**config.mk**
```make
export PLATFORM = sky130hd
export DESIGN_NAME = dtor_bank
export DESIGN_NICKNAME = d
export VERILOG_FILES = /design/src/hw/dtor_timing_reg.v /design/src/hw/dtor_index_port.v /design/src/hw/dtor_bank.v
export VERILOG_INCLUDE_DIRS = /design/src /design/src/hw
export SDC_FILE = /design/constraint.sdc
export NUM_CORES = 1
export LEC_CHECK = 0
export BUFFER_PORTS_ARGS = -buffer_cell sky130_fd_sc_hd__buf_2
export CAP_MARGIN = 5
export CORE_ASPECT_RATIO = 1.25
export CORE_MARGIN = 1
export CORE_UTILIZATION = 60
export CTS_CLUSTER_SIZE = 16
export DETAILED_ROUTE_END_ITERATION = 10
export PLACE_DENSITY = 0.9
export SETUP_SLACK_MARGIN = 0.15
export SLEW_MARGIN = 20
export SYNTH_ARGS = -nofsm -noshare
export SYNTH_HDL_FRONTEND = slang
export SYNTH_HIERARCHICAL = 1
export SYNTH_SLANG_ARGS = --single-unit
export TNS_END_PERCENT = 30
```
**constraint.sdc**
```tcl
create_clock -name core_clk -period 3.1 [get_ports core_clk]
set_input_delay 0.155 -clock core_clk [delete_from_list [all_inputs] [get_ports core_clk]]
set_output_delay 0.155 -clock core_clk [all_outputs]
set_load 0.05 [all_outputs]
```
**src/hw/dtor_regs.vh**
```
// register offsets, field layout and reset values of the lane timing override bank
`ifndef DTOR_REGS_VH
`define DTOR_REGS_VH

// main map ports (8-bit address space)
`define DTOR_INDEX_PORT_ADDR   8'h6C
`define DTOR_VALUE_PORT_ADDR   8'h6D
`define DTOR_INDEX_RESET       8'h00

// indirect offsets
`define DTOR_CLK_PREP_OFS      8'h00
`define DTOR_CLK_ZERO_OFS      8'h01
`define DTOR_CLK_TRAIL_OFS     8'h02
`define DTOR_CLK_POST_OFS      8'h03
`define DTOR_DAT_PREP_OFS      8'h04
`define DTOR_DAT_ZERO_OFS      8'h05

// common layout
`define DTOR_OVR_BIT           7
`define DTOR_REG_RESET         8'h00
`define DTOR_READ_ZERO         8'h00

// output reset values, one per field width
`define DTOR_RST_W4            4'h0
`define DTOR_RST_W5            5'h00
`define DTOR_RST_W6            6'h00
`define DTOR_RST_FLAGS         6'h00
`define DTOR_RST_BIT           1'h0

// value field widths
`define DTOR_W_CLK_PREP        5
`define DTOR_W_CLK_ZERO        6
`define DTOR_W_CLK_TRAIL       4
`define DTOR_W_CLK_POST        6
`define DTOR_W_DAT_PREP        5
`define DTOR_W_DAT_ZERO        5

`endif

```
**src/hw/dtor_timing_reg.v**
```verilog
// one override register: stored byte plus resolved timing value
`include "dtor_regs.vh"

module dtor_timing_reg #(
    parameter [7:0] OFS = 8'h00,
    parameter       FW  = 5
) (
    input  wire          core_clk,
    input  wire          rst_b,
    input  wire          clk_en,
    input  wire          wr_stb,
    input  wire [7:0]    index,
    input  wire [7:0]    wr_data,
    input  wire [FW-1:0] auto_val,
    output wire [7:0]    reg_val,
    output wire [FW-1:0] eff_val,
    output wire          override
);
    reg [7:0] store_ff;
    wire      hit;

    assign hit = (index == OFS);

    // whole byte kept, reserved bits are read/write storage
    always @(posedge core_clk or negedge rst_b) begin
        if (!rst_b) begin
            store_ff <= `DTOR_REG_RESET;
        end else if (clk_en && wr_stb && hit) begin
            store_ff <= wr_data;
        end
    end

    assign reg_val  = store_ff;
    assign override = store_ff[`DTOR_OVR_BIT];
    // override picks the programmed low field, else automatic value
    assign eff_val  = override ? store_ff[FW-1:0] : auto_val;
endmodule // dtor_timing_reg

```
**src/hw/dtor_index_port.v**
```verilog
// indirect index port: holds the selected indirect offset
`include "dtor_regs.vh"

module dtor_index_port (
    input  wire       core_clk,
    input  wire       rst_b,
    input  wire       clk_en,
    input  wire       wr_stb,
    input  wire [7:0] addr,
    input  wire [7:0] wr_data,
    output wire [7:0] index
);
    reg [7:0] index_ff;

    // offset latched from a write to the index port
    always @(posedge core_clk or negedge rst_b) begin
        if (!rst_b) begin
            index_ff <= `DTOR_INDEX_RESET;
        end else if (clk_en && wr_stb && addr == `DTOR_INDEX_PORT_ADDR) begin
            index_ff <= wr_data;
        end
    end

    assign index = index_ff;
endmodule // dtor_index_port

```
**src/hw/dtor_bank.v**
```verilog
// lane timing override bank reached through an indirect index/value port pair
`include "dtor_regs.vh"

// Summary of operation
// - clock prepare time is automatic unless its override bit is set, then the 5-bit field.
// - clock zero time uses the 6-bit field while its override is set, else automatic.
// - clock trail time uses the 4-bit field while its override is set, else automatic.
// - clock post time uses the 6-bit field while its override is set, else automatic.
// - data prepare time uses the 5-bit field while its override is set, else automatic.
// - data zero time uses the 5-bit field while its override is set, else automatic.
// - every register, clock prepare included, reads zero after reset so timing is automatic.
// - software writes the wanted indirect offset into the index port first.
// - reads and writes of the value port then reach the selected indirect register.
module dtor_bank (
    input  wire       core_clk,
    input  wire       rst_b,
    input  wire       clk_en,
    input  wire       reg_wr,
    input  wire       reg_rd,
    input  wire [7:0] reg_addr,
    input  wire [7:0] reg_wdata,
    input  wire [4:0] auto_clk_prep,
    input  wire [5:0] auto_clk_zero,
    input  wire [3:0] auto_clk_trail,
    input  wire [5:0] auto_clk_post,
    input  wire [4:0] auto_dat_prep,
    input  wire [4:0] auto_dat_zero,
    output reg  [7:0] reg_rdata,
    output reg        reg_rvalid,
    output reg  [4:0] clk_prep_time,
    output reg  [5:0] clk_zero_time,
    output reg  [3:0] clk_trail_time,
    output reg  [5:0] clk_post_time,
    output reg  [4:0] dat_prep_time,
    output reg  [4:0] dat_zero_time,
    output reg  [5:0] override_flags
);

    // port decode and the selected indirect offset
    wire       index_sel;
    wire       value_sel;
    wire [7:0] index;
    wire       val_wr;

    // stored bytes of the six override registers, in offset order
    wire [7:0] r0;
    wire [7:0] r1;
    wire [7:0] r2;
    wire [7:0] r3;
    wire [7:0] r4;
    wire [7:0] r5;

    // resolved timing values, each at its own field width
    wire [4:0] e0;
    wire [5:0] e1;
    wire [3:0] e2;
    wire [5:0] e3;
    wire [4:0] e4;
    wire [4:0] e5;

    // override bits, bit 7 of each stored byte
    wire       o0;
    wire       o1;
    wire       o2;
    wire       o3;
    wire       o4;
    wire       o5;

    // read data ahead of the response flop
    reg  [7:0] nxt_rdata;

    // main-map address hits the index port
    function f_is_index_port;
        input [7:0] addr;
        begin
            f_is_index_port = (addr == `DTOR_INDEX_PORT_ADDR);
        end
    endfunction

    // main-map address hits the value port
    function f_is_value_port;
        input [7:0] addr;
        begin
            f_is_value_port = (addr == `DTOR_VALUE_PORT_ADDR);
        end
    endfunction

    // stored byte of the selected offset; offsets past the six registers
    // belong to other logic, so they read back as zero here
    function [7:0] f_pick_indirect;
        input [7:0] sel;
        input [7:0] b0;
        input [7:0] b1;
        input [7:0] b2;
        input [7:0] b3;
        input [7:0] b4;
        input [7:0] b5;
        begin
            case (sel)
                `DTOR_CLK_PREP_OFS:  f_pick_indirect = b0;
                `DTOR_CLK_ZERO_OFS:  f_pick_indirect = b1;
                `DTOR_CLK_TRAIL_OFS: f_pick_indirect = b2;
                `DTOR_CLK_POST_OFS:  f_pick_indirect = b3;
                `DTOR_DAT_PREP_OFS:  f_pick_indirect = b4;
                `DTOR_DAT_ZERO_OFS:  f_pick_indirect = b5;
                default:             f_pick_indirect = `DTOR_READ_ZERO;
            endcase
        end
    endfunction

    // value port hit shared by the write strobe and the read mux; the index port hit feeds only the read mux
    assign index_sel = f_is_index_port(reg_addr);
    assign value_sel = f_is_value_port(reg_addr);

    // value port writes go to whichever register the index selects
    assign val_wr = reg_wr && value_sel;

    // index port: the offset stays until software writes a new one,
    // so a run of accesses to one register needs a single index write
    dtor_index_port u_index (
        .core_clk (core_clk),
        .rst_b    (rst_b),
        .clk_en   (clk_en),
        .wr_stb   (reg_wr),
        .addr     (reg_addr),
        .wr_data  (reg_wdata),
        .index    (index)
    );

    // clock lane prepare, 5-bit field at offset 0; reset leaves it
    // automatic, so the lanes come up on hardware-chosen timing
    dtor_timing_reg #(
        .OFS (`DTOR_CLK_PREP_OFS),
        .FW  (`DTOR_W_CLK_PREP)
    ) u_clk_prep (
        .core_clk (core_clk),
        .rst_b    (rst_b),
        .clk_en   (clk_en),
        .wr_stb   (val_wr),
        .index    (index),
        .wr_data  (reg_wdata),
        .auto_val (auto_clk_prep),
        .reg_val  (r0),
        .eff_val  (e0),
        .override (o0)
    );

    // clock lane zero, 6-bit field at offset 1; bit 6 is plain
    // storage and never reaches the timing output
    dtor_timing_reg #(
        .OFS (`DTOR_CLK_ZERO_OFS),
        .FW  (`DTOR_W_CLK_ZERO)
    ) u_clk_zero (
        .core_clk (core_clk),
        .rst_b    (rst_b),
        .clk_en   (clk_en),
        .wr_stb   (val_wr),
        .index    (index),
        .wr_data  (reg_wdata),
        .auto_val (auto_clk_zero),
        .reg_val  (r1),
        .eff_val  (e1),
        .override (o1)
    );

    // clock lane trail, 4-bit field at offset 2; the narrowest field,
    // bits 6:4 only store what software wrote
    dtor_timing_reg #(
        .OFS (`DTOR_CLK_TRAIL_OFS),
        .FW  (`DTOR_W_CLK_TRAIL)
    ) u_clk_trail (
        .core_clk (core_clk),
        .rst_b    (rst_b),
        .clk_en   (clk_en),
        .wr_stb   (val_wr),
        .index    (index),
        .wr_data  (reg_wdata),
        .auto_val (auto_clk_trail),
        .reg_val  (r2),
        .eff_val  (e2),
        .override (o2)
    );

    // clock lane post, 6-bit field at offset 3; the value is taken
    // as written, range limits are left to software
    dtor_timing_reg #(
        .OFS (`DTOR_CLK_POST_OFS),
        .FW  (`DTOR_W_CLK_POST)
    ) u_clk_post (
        .core_clk (core_clk),
        .rst_b    (rst_b),
        .clk_en   (clk_en),
        .wr_stb   (val_wr),
        .index    (index),
        .wr_data  (reg_wdata),
        .auto_val (auto_clk_post),
        .reg_val  (r3),
        .eff_val  (e3),
        .override (o3)
    );

    // data lane prepare, 5-bit field at offset 4; shares the write
    // strobe with the others, the offset match picks the target
    dtor_timing_reg #(
        .OFS (`DTOR_DAT_PREP_OFS),
        .FW  (`DTOR_W_DAT_PREP)
    ) u_dat_prep (
        .core_clk (core_clk),
        .rst_b    (rst_b),
        .clk_en   (clk_en),
        .wr_stb   (val_wr),
        .index    (index),
        .wr_data  (reg_wdata),
        .auto_val (auto_dat_prep),
        .reg_val  (r4),
        .eff_val  (e4),
        .override (o4)
    );

    // data lane zero, 5-bit field at offset 5; last register of the
    // bank, higher offsets fall through to the zero read
    dtor_timing_reg #(
        .OFS (`DTOR_DAT_ZERO_OFS),
        .FW  (`DTOR_W_DAT_ZERO)
    ) u_dat_zero (
        .core_clk (core_clk),
        .rst_b    (rst_b),
        .clk_en   (clk_en),
        .wr_stb   (val_wr),
        .index    (index),
        .wr_data  (reg_wdata),
        .auto_val (auto_dat_zero),
        .reg_val  (r5),
        .eff_val  (e5),
        .override (o5)
    );

    // read mux; the index port reads back the current offset so
    // software can save and restore it around an access
    always @* begin
        nxt_rdata = `DTOR_READ_ZERO;
        if (index_sel) begin
            nxt_rdata = index;
        end else if (value_sel) begin
            nxt_rdata = f_pick_indirect(index, r0, r1, r2, r3, r4, r5);
        end
    end

    // read valid is a one-cycle pulse after each taken read
    always @(posedge core_clk or negedge rst_b) begin
        if (!rst_b) begin
            reg_rvalid <= `DTOR_RST_BIT;
        end else if (clk_en) begin
            reg_rvalid <= reg_rd;
        end
    end

    // read data held until the next read, so a slow master may take it late
    always @(posedge core_clk or negedge rst_b) begin
        if (!rst_b) begin
            reg_rdata <= `DTOR_READ_ZERO;
        end else if (clk_en && reg_rd) begin
            reg_rdata <= nxt_rdata;
        end
    end

    // clock lane timing from flops; the cycle of lag behind a write is
    // harmless as long as timing is only changed while the lanes idle
    always @(posedge core_clk or negedge rst_b) begin
        if (!rst_b) begin
            clk_prep_time  <= `DTOR_RST_W5;
            clk_zero_time  <= `DTOR_RST_W6;
            clk_trail_time <= `DTOR_RST_W4;
            clk_post_time  <= `DTOR_RST_W6;
        end else if (clk_en) begin
            clk_prep_time  <= e0;
            clk_zero_time  <= e1;
            clk_trail_time <= e2;
            clk_post_time  <= e3;
        end
    end

    // data lane timing from flops, same lag as the clock lane
    always @(posedge core_clk or negedge rst_b) begin
        if (!rst_b) begin
            dat_prep_time  <= `DTOR_RST_W5;
            dat_zero_time  <= `DTOR_RST_W5;
        end else if (clk_en) begin
            dat_prep_time  <= e4;
            dat_zero_time  <= e5;
        end
    end

    // override flags, bit 0 for offset 0, one cycle behind the bytes
    always @(posedge core_clk or negedge rst_b) begin
        if (!rst_b) begin
            override_flags <= `DTOR_RST_FLAGS;
        end else if (clk_en) begin
            override_flags <= {o5, o4, o3, o2, o1, o0};
        end
    end
endmodule // dtor_bank

```
==> results of run 1 <==
==> path summary, 6_finish.rpt <==
check | startpoint | endpoint | cells after the start
worst max-delay path | u_index/index[5] | u_clk_zero/reg_val[1] | 3
worst min-delay path | reg_wdata[5] | u_clk_zero/reg_val[5] | 2
worst max register to register | u_index/index[5] | u_clk_zero/reg_val[1] | 3
worst min register to register | dat_prep_time[3] | dat_prep_time[3] | 1
max in group asynchronous | rst_b | override_flags[0] | 3
min in group asynchronous | rst_b | clk_zero_time[4] | 2
==> Yosys cell counts (all sizes together) (2+ instances only) <==
master  instances
nor3            3
clkbuf          8
nor2b           2
a22oi           5
nor4            6
mux2i           7
mux4            2
a21oi           2
o21ai          15
and4bb          2
nand3           2
inv             6
nand2           7
mux2          129
a222oi          4
nand4           2
dfrtp         102
or4             6
nor2            6
a31oi           2
buf            15
a32o            2
a22o            3
nand4b          5
==> power by group through the flow <==
stage / clock (W) / sequential [W] / combinational, W
after floorplan: 0 / 0.00158 / 0.000118
after global placement: 0 / 0.00143 / 0.000400
after detailed placement: 0 / 0.00144 / 0.000409
after CTS: 0.000835 / 0.00141 / 0.000411
after global routing: 0.000888 / 0.00142 / 0.000432
final: 0.000823 / 0.00141 / 0.000409
==> registers in the layout, indices dropped and copies added (netlist names) <==
register             count
u_clk_trail/reg_val      8
dat_prep_time            5
u_dat_prep/reg_val       8
clk_prep_time            5
u_clk_prep/reg_val       8
u_clk_post/reg_val       8
reg_rdata                8
u_clk_zero/reg_val       8
clk_trail_time           4
reg_rvalid               1
u_index/index            8
dat_zero_time            5
clk_post_time            6
u_dat_zero/reg_val       8
override_flags           6
clk_zero_time            6
==> kinds of logic after synthesis <==
group                  Yosys count  share of synthesized area [%]
muxes                          138                          32.82
DFF                            102                          50.76
and+or+nand+nor                 46                          8.286
AOI/OAI and AO/OA               36                          4.977
buffers and inverters           29                          3.160
==> layout by cell type, fill, tap and decap left out, types with 3 or more instances in the layout <==
cell type / instances
a22o_1: 3
nand4b_1: 3
nor4_4: 5
mux2_2: 107
a222oi_1: 4
o21ai_0: 15
nor3_1: 3
dfrtp_1: 102
clkbuf_8: 9
a22oi_1: 5
mux2_4: 22
or4_1: 5
mux2i_1: 7
buf_4: 5
nand2_1: 7
buf_2: 96
inv_1: 6
nor2_1: 6
==> critical path, cell delays in order (launching register included) <==
cell	delay [ns]
dfrtp_1	0.55
or4_1	0.55
or4_1	0.75
mux2_4	0.39
==> per-stage QoR <==
step           utilization (%)  hold slack (ns)  worst slack, ns  power (W)  instance area (µm²)
2_1_floorplan                -          -0.1406            1.040   0.001701                 5029
3_3_place_gp             69.44           0.3596           0.7224   0.001834                 5537
3_5_place_dp             69.44           0.3670           0.6365   0.001848                 5537
4_1_cts                  71.92           0.1227           0.7820   0.002659                 5734
5_1_grt                  71.97           0.1228           0.7115   0.002739                 5738
6_report                 71.97           0.1330           0.7506   0.002644                 5738
==> layout make-up <==
type | instances | area (µm²) | area share (%)
flip-flops and latches | 102 | 2552 | 44.48
repair buffers | 103 | 539.3 | 9.398
inverters | 6 | 22.52 | 0.3925
multi-input cells | 220 | 2317 | 40.38
well taps | 95 | 118.9 | 2.072
clock inverters | 5 | 60.06 | 1.047
clock buffers | 10 | 127.6 | 2.224
==> metal layers <==
| layer | share of wire [%] | vias up |
|---|---|---|
| li1 | - | 1493 |
| met5 | 0 | - |
| met1 | 40 | 1711 |
| met2 | 51 | 155 |
| met4 | 2.6 | 0 |
| met3 | 5.9 | 25 |
==> metrics.yaml, run 1 <==
grt:
  grt_usage_pct: 27.25
  busiest_layer: "met2"
  gr-usage-met2_pct: 46.14
  globalRouteMet1Util_pct: 34.44
  grt_pass1_wl_mm: 18.35
  antenna_found_initial: 0
  gr-total-overflow: 0
  grt_use_met3_pct: 5.397
  grt_pass1_vias: 3491
  grt_max_degree: 82
floorplan:
  die_w_um: 83.88
  io_pins: 98
  coreArea_um2: 7973
  fp.dieH_um: 104.4
  dieArea_um2: 8753
  start_util_pct: 63.07
  rows: 36
timing:
  fmax_mhz: 425.6
  final_max_slew_viol_count: 0
  post-route-period-util_pct: 75.79
  worst_pin_slew_ns: 0.7536
  setup_tns_ns: 0
  hold_violations: 0
  slew_headroom_pct: 49.76
  fin_skew_ns: 0.009239
  finalCriticalPeriod_ns: 2.349
  setup_viol: 0
  rsz0062_at_grt: "false"
outcome:
  status: "complete, but fails checks"
  violations: "DRC"
clock_tree:
  ctsResizeCount: 0
  cts.sinks: 102
  cts_tree: "built"
  htreeDepth: 3
  root_buffer: "clkbuf_8"
  ctsHoldBuffers: 1
  numCtsBuffers: 9
  clk_latency_ns: 0.36
  cts_setup_buffers: 0
  clockBufferDepth: 2
  path_clk_slew_ns: 0.10
cells_and_area:
  final_cells: 541
  drive_above_1_share_pct: 57.85
  fillers: 511
  final_net_count: 494
  syn2layout_area_growth_pct: 14.11
  n_antenna_cell: 0
synth:
  synth_ff_type: "dfrtp_1"
  yosys.cell_types.count: 40
  syn_avg_cell_area_um2: 14.33
  synth_nets: 403
  synthCells: 351
  synth_top_area_share_pct: 50.76
  synth.cell_area_um2: 5029
  ys_seq_elements: 102
  seq_area_frac_synth_pct: 50.76
  ys_warn_count: 6
  async_flop_share_pct: 100.0
  synth_top_cell_by_area: "dfrtp_1"
  synth_edf_count: 0
  yosys-top-cells-area: "dfrtp_1 (51%), mux2_2 (24%), mux2_4 (6.6%)"
power_and_ir_drop:
  clkPwrFrac_pct: 31.1
  p_leak_nw: 2.780
  seq_power_share_pct: 53.4
  peakVddDrop_mv: 0.4582
  p_int_w: 0.001885
  p_sw_w: 0.0007599
  combPwrFrac_pct: 15.5
  netSwitchingFraction_pct: 28.73
  power.density_nw_per_um2: 460.9
detailed_routing:
  wl_mm: 11.51
  ant_nets: 0
  firstDrtPassIters: 8
  drt-initial-drc-count: 315
  vias: 3384
  wire_per_inst_um: 21.28
  drc: 14
  avgViaCountPerCell: 6.255
place:
  hpwlAfterDp_mm: 8.147
  place.port_buffers: 97
  placed_cells: 525
  globalplace.congestion: 0.9167
worst_setup_path:
  start_kind: "flop"
  worstSetupPathType: "reg2reg"
  cp.required_ns: 3.35
  critPathCaptureType: "flop"
  cp_max_fo: 9
  ff2ff_setup_slack_ns: 0.75
  crit_arrival_ns: 2.60
hold_path:
  hold_class: "in2reg"
flow_run:
  drv_cap: 0
(Power assumes the default switching activity.)
==> run 2, diff against run 1 <==
--- a/config.mk
+++ b/config.mk
@@ -6,14 +6,15 @@
 export SDC_FILE = /design/constraint.sdc
 export NUM_CORES = 1
 export LEC_CHECK = 0
+export ABC_AREA = 1
 export BUFFER_PORTS_ARGS = -buffer_cell sky130_fd_sc_hd__buf_2
 export CAP_MARGIN = 5
 export CORE_ASPECT_RATIO = 1.25
 export CORE_MARGIN = 1
-export CORE_UTILIZATION = 60
+export CORE_UTILIZATION = 52
 export CTS_CLUSTER_SIZE = 16
 export DETAILED_ROUTE_END_ITERATION = 10
-export PLACE_DENSITY = 0.9
+export PLACE_DENSITY = 0.81
 export SETUP_SLACK_MARGIN = 0.15
 export SLEW_MARGIN = 20
 export SYNTH_ARGS = -nofsm -noshare
==> constraint.sdc (replaced) <==
create_clock -name core_clk -period 2.1 [get_ports core_clk]
set_input_delay 0.105 -clock core_clk [delete_from_list [all_inputs] [get_ports core_clk]]
set_output_delay 0.105 -clock core_clk [all_outputs]
set_load 0.05 [all_outputs]
==> metrics.yaml, run 2 <==
outcome:
  status: "complete, but fails checks"  # unchanged
  violations: "DRC"  # unchanged
cells_and_area:
  final_cells: 916  # was 541
  n_antenna_cell: 0  # unchanged
  syn2layout_area_growth_pct: 17.25  # was 14.11%
  final_net_count: 828  # was 494
  drive_above_1_share_pct: 36.11  # was 57.85%
  final_common_cell: "nand2_1"  # was mux2_2
  final_cell_mix: "nand2_1 (187), dfrtp_1 (102), buf_2 (96)"  # was mux2_2 (107), dfrtp_1 (102), buf_2 (96)
synth:
  synth_common_cells: "nand2_1 (187), dfrtp_1 (102), nand3_1 (89)"  # was mux2_2 (107), dfrtp_1 (102), mux2_4 (22)
  yosys.area_share.adder_pct: 0  # unchanged
  synthSimpleGateAreaFrac_pct: 35.42  # was 8.286%
  syn_avg_cell_area_um2: 8.904  # was 14.33 µm²
  ys_warn_count: 6  # unchanged
  seq_area_frac_synth_pct: 42.91  # was 50.76%
  synth_nets: 720  # was 403
  ys_seq_elements: 102  # unchanged
  synth_xor_area_share_pct: 0  # unchanged
  synth_top_cell_by_area: "dfrtp_1"  # unchanged
  yosys-top-cells-area: "dfrtp_1 (43%), mux2_2 (12%), nand2_1 (12%)"  # was dfrtp_1 (51%), mux2_2 (24%), mux2_4 (6.6%)
  synthCells: 668  # was 351
  synth_compound_gate_area_share_pct: 2.629  # was 4.976%
  synth.cell_area_um2: 5948  # was 5029 µm²
  async_flop_share_pct: 100.0  # unchanged
  synth_mux_area_share_pct: 11.93  # was 32.82%
  synth_edf_count: 0  # unchanged
  yosysMostFrequentCell: "nand2_1"  # was mux2_2
  synth_top_area_share_pct: 42.91  # was 50.76%
  synth_ff_type: "dfrtp_1"  # unchanged
  synth_top_family_by_area: "simple AND/OR/NAND/NOR gates"  # was multiplexers
  yosys.cell_types.count: 27  # was 40
power_and_ir_drop:
  power.density_nw_per_um2: 694.3  # was 460.9 nW/µm²
  peakVddDrop_mv: 0.4239  # was 0.4582 mV
  netSwitchingFraction_pct: 32.03  # was 28.73%
  combPwrFrac_pct: 20.2  # was 15.5%
  seq_power_share_pct: 43.5  # was 53.4%
  p_int_w: 0.003291  # was 0.001885 W
  p_sw_w: 0.001551  # was 0.0007599 W
  clkPwrFrac_pct: 36.4  # was 31.1%
  p_leak_nw: 3.637  # was 2.780 nW
clock_tree:
  numCtsBuffers: 9  # unchanged
  path_clk_slew_ns: 0.07  # was 0.10 ns
  cts_tree: "built"  # unchanged
  root_buffer: "clkbuf_16"  # was clkbuf_8
  cts_setup_buffers: 0  # unchanged
  clockBufferDepth: 2  # unchanged
  clk_latency_ns: 0.36  # about the same
  cts.sinks: 102  # unchanged
  htreeDepth: 3  # unchanged
worst_setup_path:
  critPathCaptureType: "flop"  # unchanged
  ff2ff_setup_slack_ns: 0.42  # was 0.75 ns
  crit_path_cell_trace: "nand2_1, nor2_4, nand3_1, nand2_1, nor2_1, nand2_1, nand2_1, a21oi_2"  # was or4_1, or4_1, mux2_4
  worstSetupPathType: "reg2reg"  # unchanged
  cp.required_ns: 2.39  # was 3.35 ns
  reg2reg_from: "u_index/index[1]"  # was u_index/index[5]
  crit_arrival_ns: 1.97  # was 2.60 ns
  max_stage_delay_ns: 0.66  # was 0.75 ns
  crit_top_cell: "nand2_1"  # was or4_1
  reg2reg_depth: 8  # was 3
  cp_slowest_cell: "dfrtp_1"  # was or4_1
  cp_max_fo: 11  # was 9
  startpoint: "u_index/index[1]"  # was u_index/index[5]
  start_kind: "flop"  # unchanged
  reg2reg_to: "reg_rdata[2]"  # was u_clk_zero/reg_val[1]
place:
  placed_cells: 898  # was 525
  globalplace.congestion: 0.9271  # was 0.9167
  post-place-ws_ns: 0.2382  # was 0.6365 ns
  place.port_buffers: 97  # unchanged
  hpwlAfterDp_mm: 10.74  # was 8.147 mm
detailed_routing:
  wl_mm: 14.83  # was 11.51 mm
  avgViaCountPerCell: 5.382  # was 6.255
  vias: 4930  # was 3384
  drt-initial-drc-count: 316  # was 315
  ant_nets: 0  # unchanged
  drc: 12  # was 14
  wire_per_inst_um: 16.19  # was 21.28 µm
  firstDrtPassIters: 8  # unchanged
timing:
  setup_viol: 0  # unchanged
  finalCriticalPeriod_ns: 1.681  # was 2.349 ns
  slew_headroom_pct: 62.30  # was 49.76%
  worst_pin_slew_ns: 0.5655  # was 0.7536 ns
  final.setup.worst_slack_ns: 0.4191  # was 0.7506 ns
  setup_tns_ns: 0  # unchanged
  fin_skew_ns: 0.005367  # was 0.009239 ns
  fmax_mhz: 594.9  # was 425.6 MHz
  hold_violations: 0  # unchanged
  hold_slack_ns: 0.08539  # was 0.1330 ns
  post-route-period-util_pct: 80.04  # was 75.79%
  final_max_slew_viol_count: 0  # unchanged
  rsz0062_at_grt: "false"  # unchanged
grt:
  grt_pass1_wl_mm: 24.36  # was 18.35 mm
  antenna_found_initial: 0  # unchanged
  grt_pass1_vias: 4955  # was 3491
  grt_usage_pct: 26.58  # was 27.25%
  gr-total-overflow: 0  # unchanged
  grt_max_degree: 44  # was 82
hold_path:
  whs_endpoint: "clk_prep_time[1]"  # was u_clk_zero/reg_val[5]
  holdCritStartpoint: "auto_clk_prep[1]"  # was reg_wdata[5]
  hold_class: "in2reg"  # unchanged
  whs_path_depth: 4  # was 2
floorplan:
  dieArea_um2: 11870  # was 8753 µm²
  rows: 43  # was 36
  start_util_pct: 53.41  # was 63.07%
  io_pins: 98  # unchanged
  die_w_um: 97.66  # was 83.88 µm
  fp.dieH_um: 121.6  # was 104.4 µm
  coreArea_um2: 11140  # was 7973 µm²
flow_run:
  drv_cap: 0  # unchanged
## run 2: cell count changes in the layout (fill, tap and decap cells not counted), moves of 12 or more
| cell | previous run | this run |
|---|---|---|
| nand2_1 | 7 | 187 |
| nor2_8 | 0 | 13 |
| nand4_1 | 2 | 16 |
| inv_2 | 0 | 16 |
| nand2_2 | 0 | 13 |
| nand3_1 | 1 | 89 |
| inv_1 | 6 | 62 |
| mux2_4 | 22 | 0 |
| mux2_2 | 107 | 63 |
| nor2_1 | 6 | 24 |
| buf_4 | 5 | 17 |
| nor2_2 | 0 | 13 |
## run 2: cell families after synthesis
family | count (synthesis)
compound gates | 22
buf+inv | 99
flops | 102
mux | 63
simple gates | 382
## run 2: power groups by stage
stage                     clock (W)  sequential (W)  combinational (W)
after floorplan                   0         0.00244           0.000373
after global placement            0         0.00214           0.000952
after detailed placement          0         0.00215           0.000972
after CTS                   0.00178         0.00211           0.000979
after global routing        0.00185         0.00212            0.00105
final                       0.00176         0.00211           0.000976
## run 2: timing repair
action | 4_1_cts | 5_1_grt
hold buffers | 2 | 0
setup endpoints to repair | 0 | 0
hold endpoints to repair | 42 | 0
resized for setup | 0 | 0
## run 2: cell type report
cell class                      instances  area (µm²)
Sequential cell                       102        2552
Multi-Input combinational cell        467        2973
Tap cell                              135       168.9
Inverter                               79       296.5
Clock buffer                            9       225.2
Timing Repair Buffer                  117       668.1
Fill cell                             932        4163
Clock inverter                          7       90.09
## run 2: worst max-delay path by stage
stage                                   to  slack [ns]  depth (start not counted)
finish                        reg_rdata[2]        0.42                          8
floorplan           u_clk_trail/reg_val[7]        0.50                          9
detailed placement  u_clk_trail/reg_val[3]        0.24                         10
CTS                           reg_rdata[2]        0.45                          8
global placement     u_dat_zero/reg_val[7]        0.28                         10
global route                  reg_rdata[1]        0.31                          8
## run 2: critical path: cells and delay by family, from the launching register on
kind	cells	cell delay, ns
AOI/OAI and AO/OA	1	0.12
DFF	1	0.66
and+or+nand+nor	7	0.83
## run 2: per-stage QoR
stage	cell area, µm²	power, W	util (%)
after floorplan	5948	0.002809	-
after detailed placement	6639	0.003118	59.61
after global placement	6639	0.003090	59.61
after CTS	6974	0.004865	62.62
final	6974	0.004842	62.62
after global routing	6974	0.005013	62.62
## run 2: metal layers
layer | vias up | global-route usage (%) | share of wire (%)
met1 | 2345 | 31.18 | 41
li1 | 2373 | - | -
met4 | 0 | 14.87 | 3.9
met2 | 166 | 46.01 | 51
met3 | 46 | 5.049 | 4.4
met5 | - | 0 | 0
==> run 3, diff against run 2 <==
==> constraint.sdc (replaced) <==
create_clock -name core_clk -period 1.35 [get_ports core_clk]
set_input_delay 0.0675 -clock core_clk [delete_from_list [all_inputs] [get_ports core_clk]]
set_output_delay 0.0675 -clock core_clk [all_outputs]
set_load 0.05 [all_outputs]
==> metrics.yaml, run 3 (synthesis gave the netlist of run 2 again) <==
clock_tree:
  path_clk_slew_ns: 0.07  # about the same
  htreeDepth: 3  # unchanged
  clk_latency_ns: 0.34  # was 0.36 ns
  clockBufferDepth: 2  # unchanged
  cts_tree: "built"  # unchanged
  root_buffer: "clkbuf_16"  # unchanged
  numCtsBuffers: 9  # unchanged
  cts.sinks: 102  # unchanged
floorplan:
  fp.dieH_um: 121.6  # unchanged
  die_w_um: 97.66  # unchanged
  dieArea_um2: 11870  # unchanged
  start_util_pct: 53.41  # unchanged
  rows: 43  # unchanged
  io_pins: 98  # unchanged
  coreArea_um2: 11140  # unchanged
timing:
  final_max_slew_viol_count: 0  # unchanged
  fmax_mhz: 646.9  # was 594.9 MHz
  worst_pin_slew_ns: 0.4226  # was 0.5655 ns
  slew_headroom_pct: 71.80  # was 62.30%
  post-route-period-util_pct: 114.5  # was 80.04%
  fin_skew_ns: 0.004492  # was 0.005367 ns
  final.setup.worst_slack_ns: -0.1958  # was 0.4191 ns
  rsz0062_at_grt: "true"  # was false
  hold_violations: 0  # unchanged
  hold_slack_ns: 0.03582  # was 0.08539 ns
  setup_viol: 31  # was 0
  setup_tns_ns: -1.686  # was 0 ns
  finalCriticalPeriod_ns: 1.546  # was 1.681 ns
cells_and_area:
  finalCoreUtilization_pct: 69.45  # was 62.62%
  final_common_cell: "nand2_1"  # unchanged
  stdcell_area_um2: 7735  # was 6974 µm²
  final_net_count: 856  # was 828
  seqCellArea_um2: 2564  # was 2552 µm²
  multi_input_area_um2: 3337  # was 2973 µm²
  fillers: 796  # was 932
  syn2layout_area_growth_pct: 30.04  # was 17.25%
  drive_above_1_share_pct: 48.27  # was 36.11%
  n_antenna_cell: 0  # unchanged
  final_cell_mix: "nand2_1 (158), buf_2 (96), dfrtp_1 (93)"  # was nand2_1 (187), dfrtp_1 (102), buf_2 (96)
worst_setup_path:
  crit_top_cell: "nand2_1"  # unchanged
  worstSetupPathType: "reg2reg"  # unchanged
  crit_arrival_ns: 1.82  # was 1.97 ns
  crit_path_cell_trace: "inv_2, nand2_2, nor2_4, nand3_2, nand2_1, nor2_1, nand2_1, nand2_1, a21oi_2"  # was nand2_1, nor2_4, nand3_1, nand2_1, nor2_1, nand2_1, nand2_1, a21oi_2
  max_stage_delay_ns: 0.48  # was 0.66 ns
  start_kind: "flop"  # unchanged
  critPathCaptureType: "flop"  # unchanged
  cp_slowest_cell: "dfrtp_2"  # was dfrtp_1
  cp.required_ns: 1.63  # was 2.39 ns
  cp_max_fo: 8  # was 11
power_and_ir_drop:
  power.density_nw_per_um2: 1028  # was 694.3 nW/µm²
  p_leak_nw: 3.959  # was 3.637 nW
  peakVddDrop_mv: 0.8329  # was 0.4239 mV
  total_power_w: 0.007948  # was 0.004842 W
grt:
  grt_pass1_vias: 5224  # was 4955
  antenna_found_initial: 0  # unchanged
  grt_pass1_wl_mm: 25.82  # was 24.36 mm
  grt_max_degree: 40  # was 44
  gr-total-overflow: 0  # unchanged
  grt_usage_pct: 28.16  # was 26.58%
detailed_routing:
  vias: 5308  # was 4930
  wire_per_inst_um: 17.58  # was 16.19 µm
  drc: 10  # was 12
  drt-initial-drc-count: 538  # was 316
  wl_mm: 16.58  # was 14.83 mm
  ant_nets: 0  # unchanged
  avgViaCountPerCell: 5.629  # was 5.382
  firstDrtPassIters: 8  # unchanged
place:
  globalplace.congestion: 0.9073  # was 0.9271
  place.port_buffers: 97  # unchanged
  hpwlAfterDp_mm: 11.19  # was 10.74 mm
  post_dp_cell_area_um2: 6852  # was 6639 µm²
hold_path:
  hold_class: "in2reg"  # unchanged
outcome:
  violations: "DRC, setup timing"  # was DRC
  status: "complete, but fails checks"  # unchanged
flow_run:
  drv_cap: 0  # unchanged
## run 3: cell count changes in the layout (fill, tap and decap cells not counted), moves of 11 or more
cell | before | now
nand3_2 | 1 | 20
inv_1 | 62 | 50
mux2_2 | 63 | 39
nand3_1 | 89 | 69
buf_6 | 0 | 11
nand2_2 | 13 | 38
nand2_1 | 187 | 158
inv_2 | 16 | 27
mux2_4 | 0 | 24
## run 3: final timing paths
check,end,cells after the start,slack [ns],start
worst max register to register,reg_rdata[3],9,-0.20,u_index/index[0]
worst min register to register,u_dat_zero/reg_val[6],2,0.49,u_dat_zero/reg_val[6]
max in group asynchronous,u_clk_trail/reg_val[7],3,0.61,rst_b
worst min-delay path,reg_rvalid,3,0.04,clk_en
min in group asynchronous,clk_prep_time[0],2,0.19,rst_b
worst max-delay path,reg_rdata[3],9,-0.20,u_index/index[0]
## run 3: cell type report
cell class                      instances  area share (%)
Multi-Input combinational cell        467           43.14
Inverter                               79           3.947
Sequential cell                       102           33.14
Clock inverter                          4           1.229
Clock buffer                           11           3.138
Timing Repair Buffer                  145           13.22
Tap cell                              135           2.184
## run 3: through the flow
| step | setup slack, ns | cells |
|---|---|---|
| 4_1_cts | -0.1198 | 934 |
| 3_3_place_gp | -0.1984 | 914 |
| 6_report | -0.1958 | 943 |
| 5_1_grt | -0.3032 | 943 |
| 3_5_place_dp | -0.3156 | 914 |
| 2_1_floorplan | -0.1630 | 668 |
## run 3: critical path: cells and delay by family, from the launching register on
kind            cells  cell delay, ns
flops               1            0.48
buf+inv             1            0.10
simple gates        7            0.78
compound gates      1            0.11
## run 3: repair_timing
item                                    4_1_cts  5_1_grt
gates resized for setup                      72       52
setup buffers                                 2        8
gates cloned                                  1        1
hold buffers                                  2        0
hold endpoints to repair                     26        0
pin swaps                                    51       51
endpoints found under the setup margin       79       81
## run 3: layer usage
metal / routed length [µm] / GRT usage, % / up-vias
met1: 6389 / 34.01 / 2553
li1: - / - / 2422
met3: 1084 / 4.590 / 52
met5: 0 / 0 / -
met2: 8506 / 49.11 / 281
met4: 601 / 13.83 / 0
## run 3: report_power, final
part / switching (W) / total [W] / internal, W / leakage, nW
sequential: 0.0000803 / 0.00328 / 0.00320 / 1.27
combinational: 0.00115 / 0.00173 / 0.000579 / 2.53
clock: 0.00109 / 0.00294 / 0.00185 / 0.166
total: 0.00232 / 0.00795 / 0.00563 / 3.96
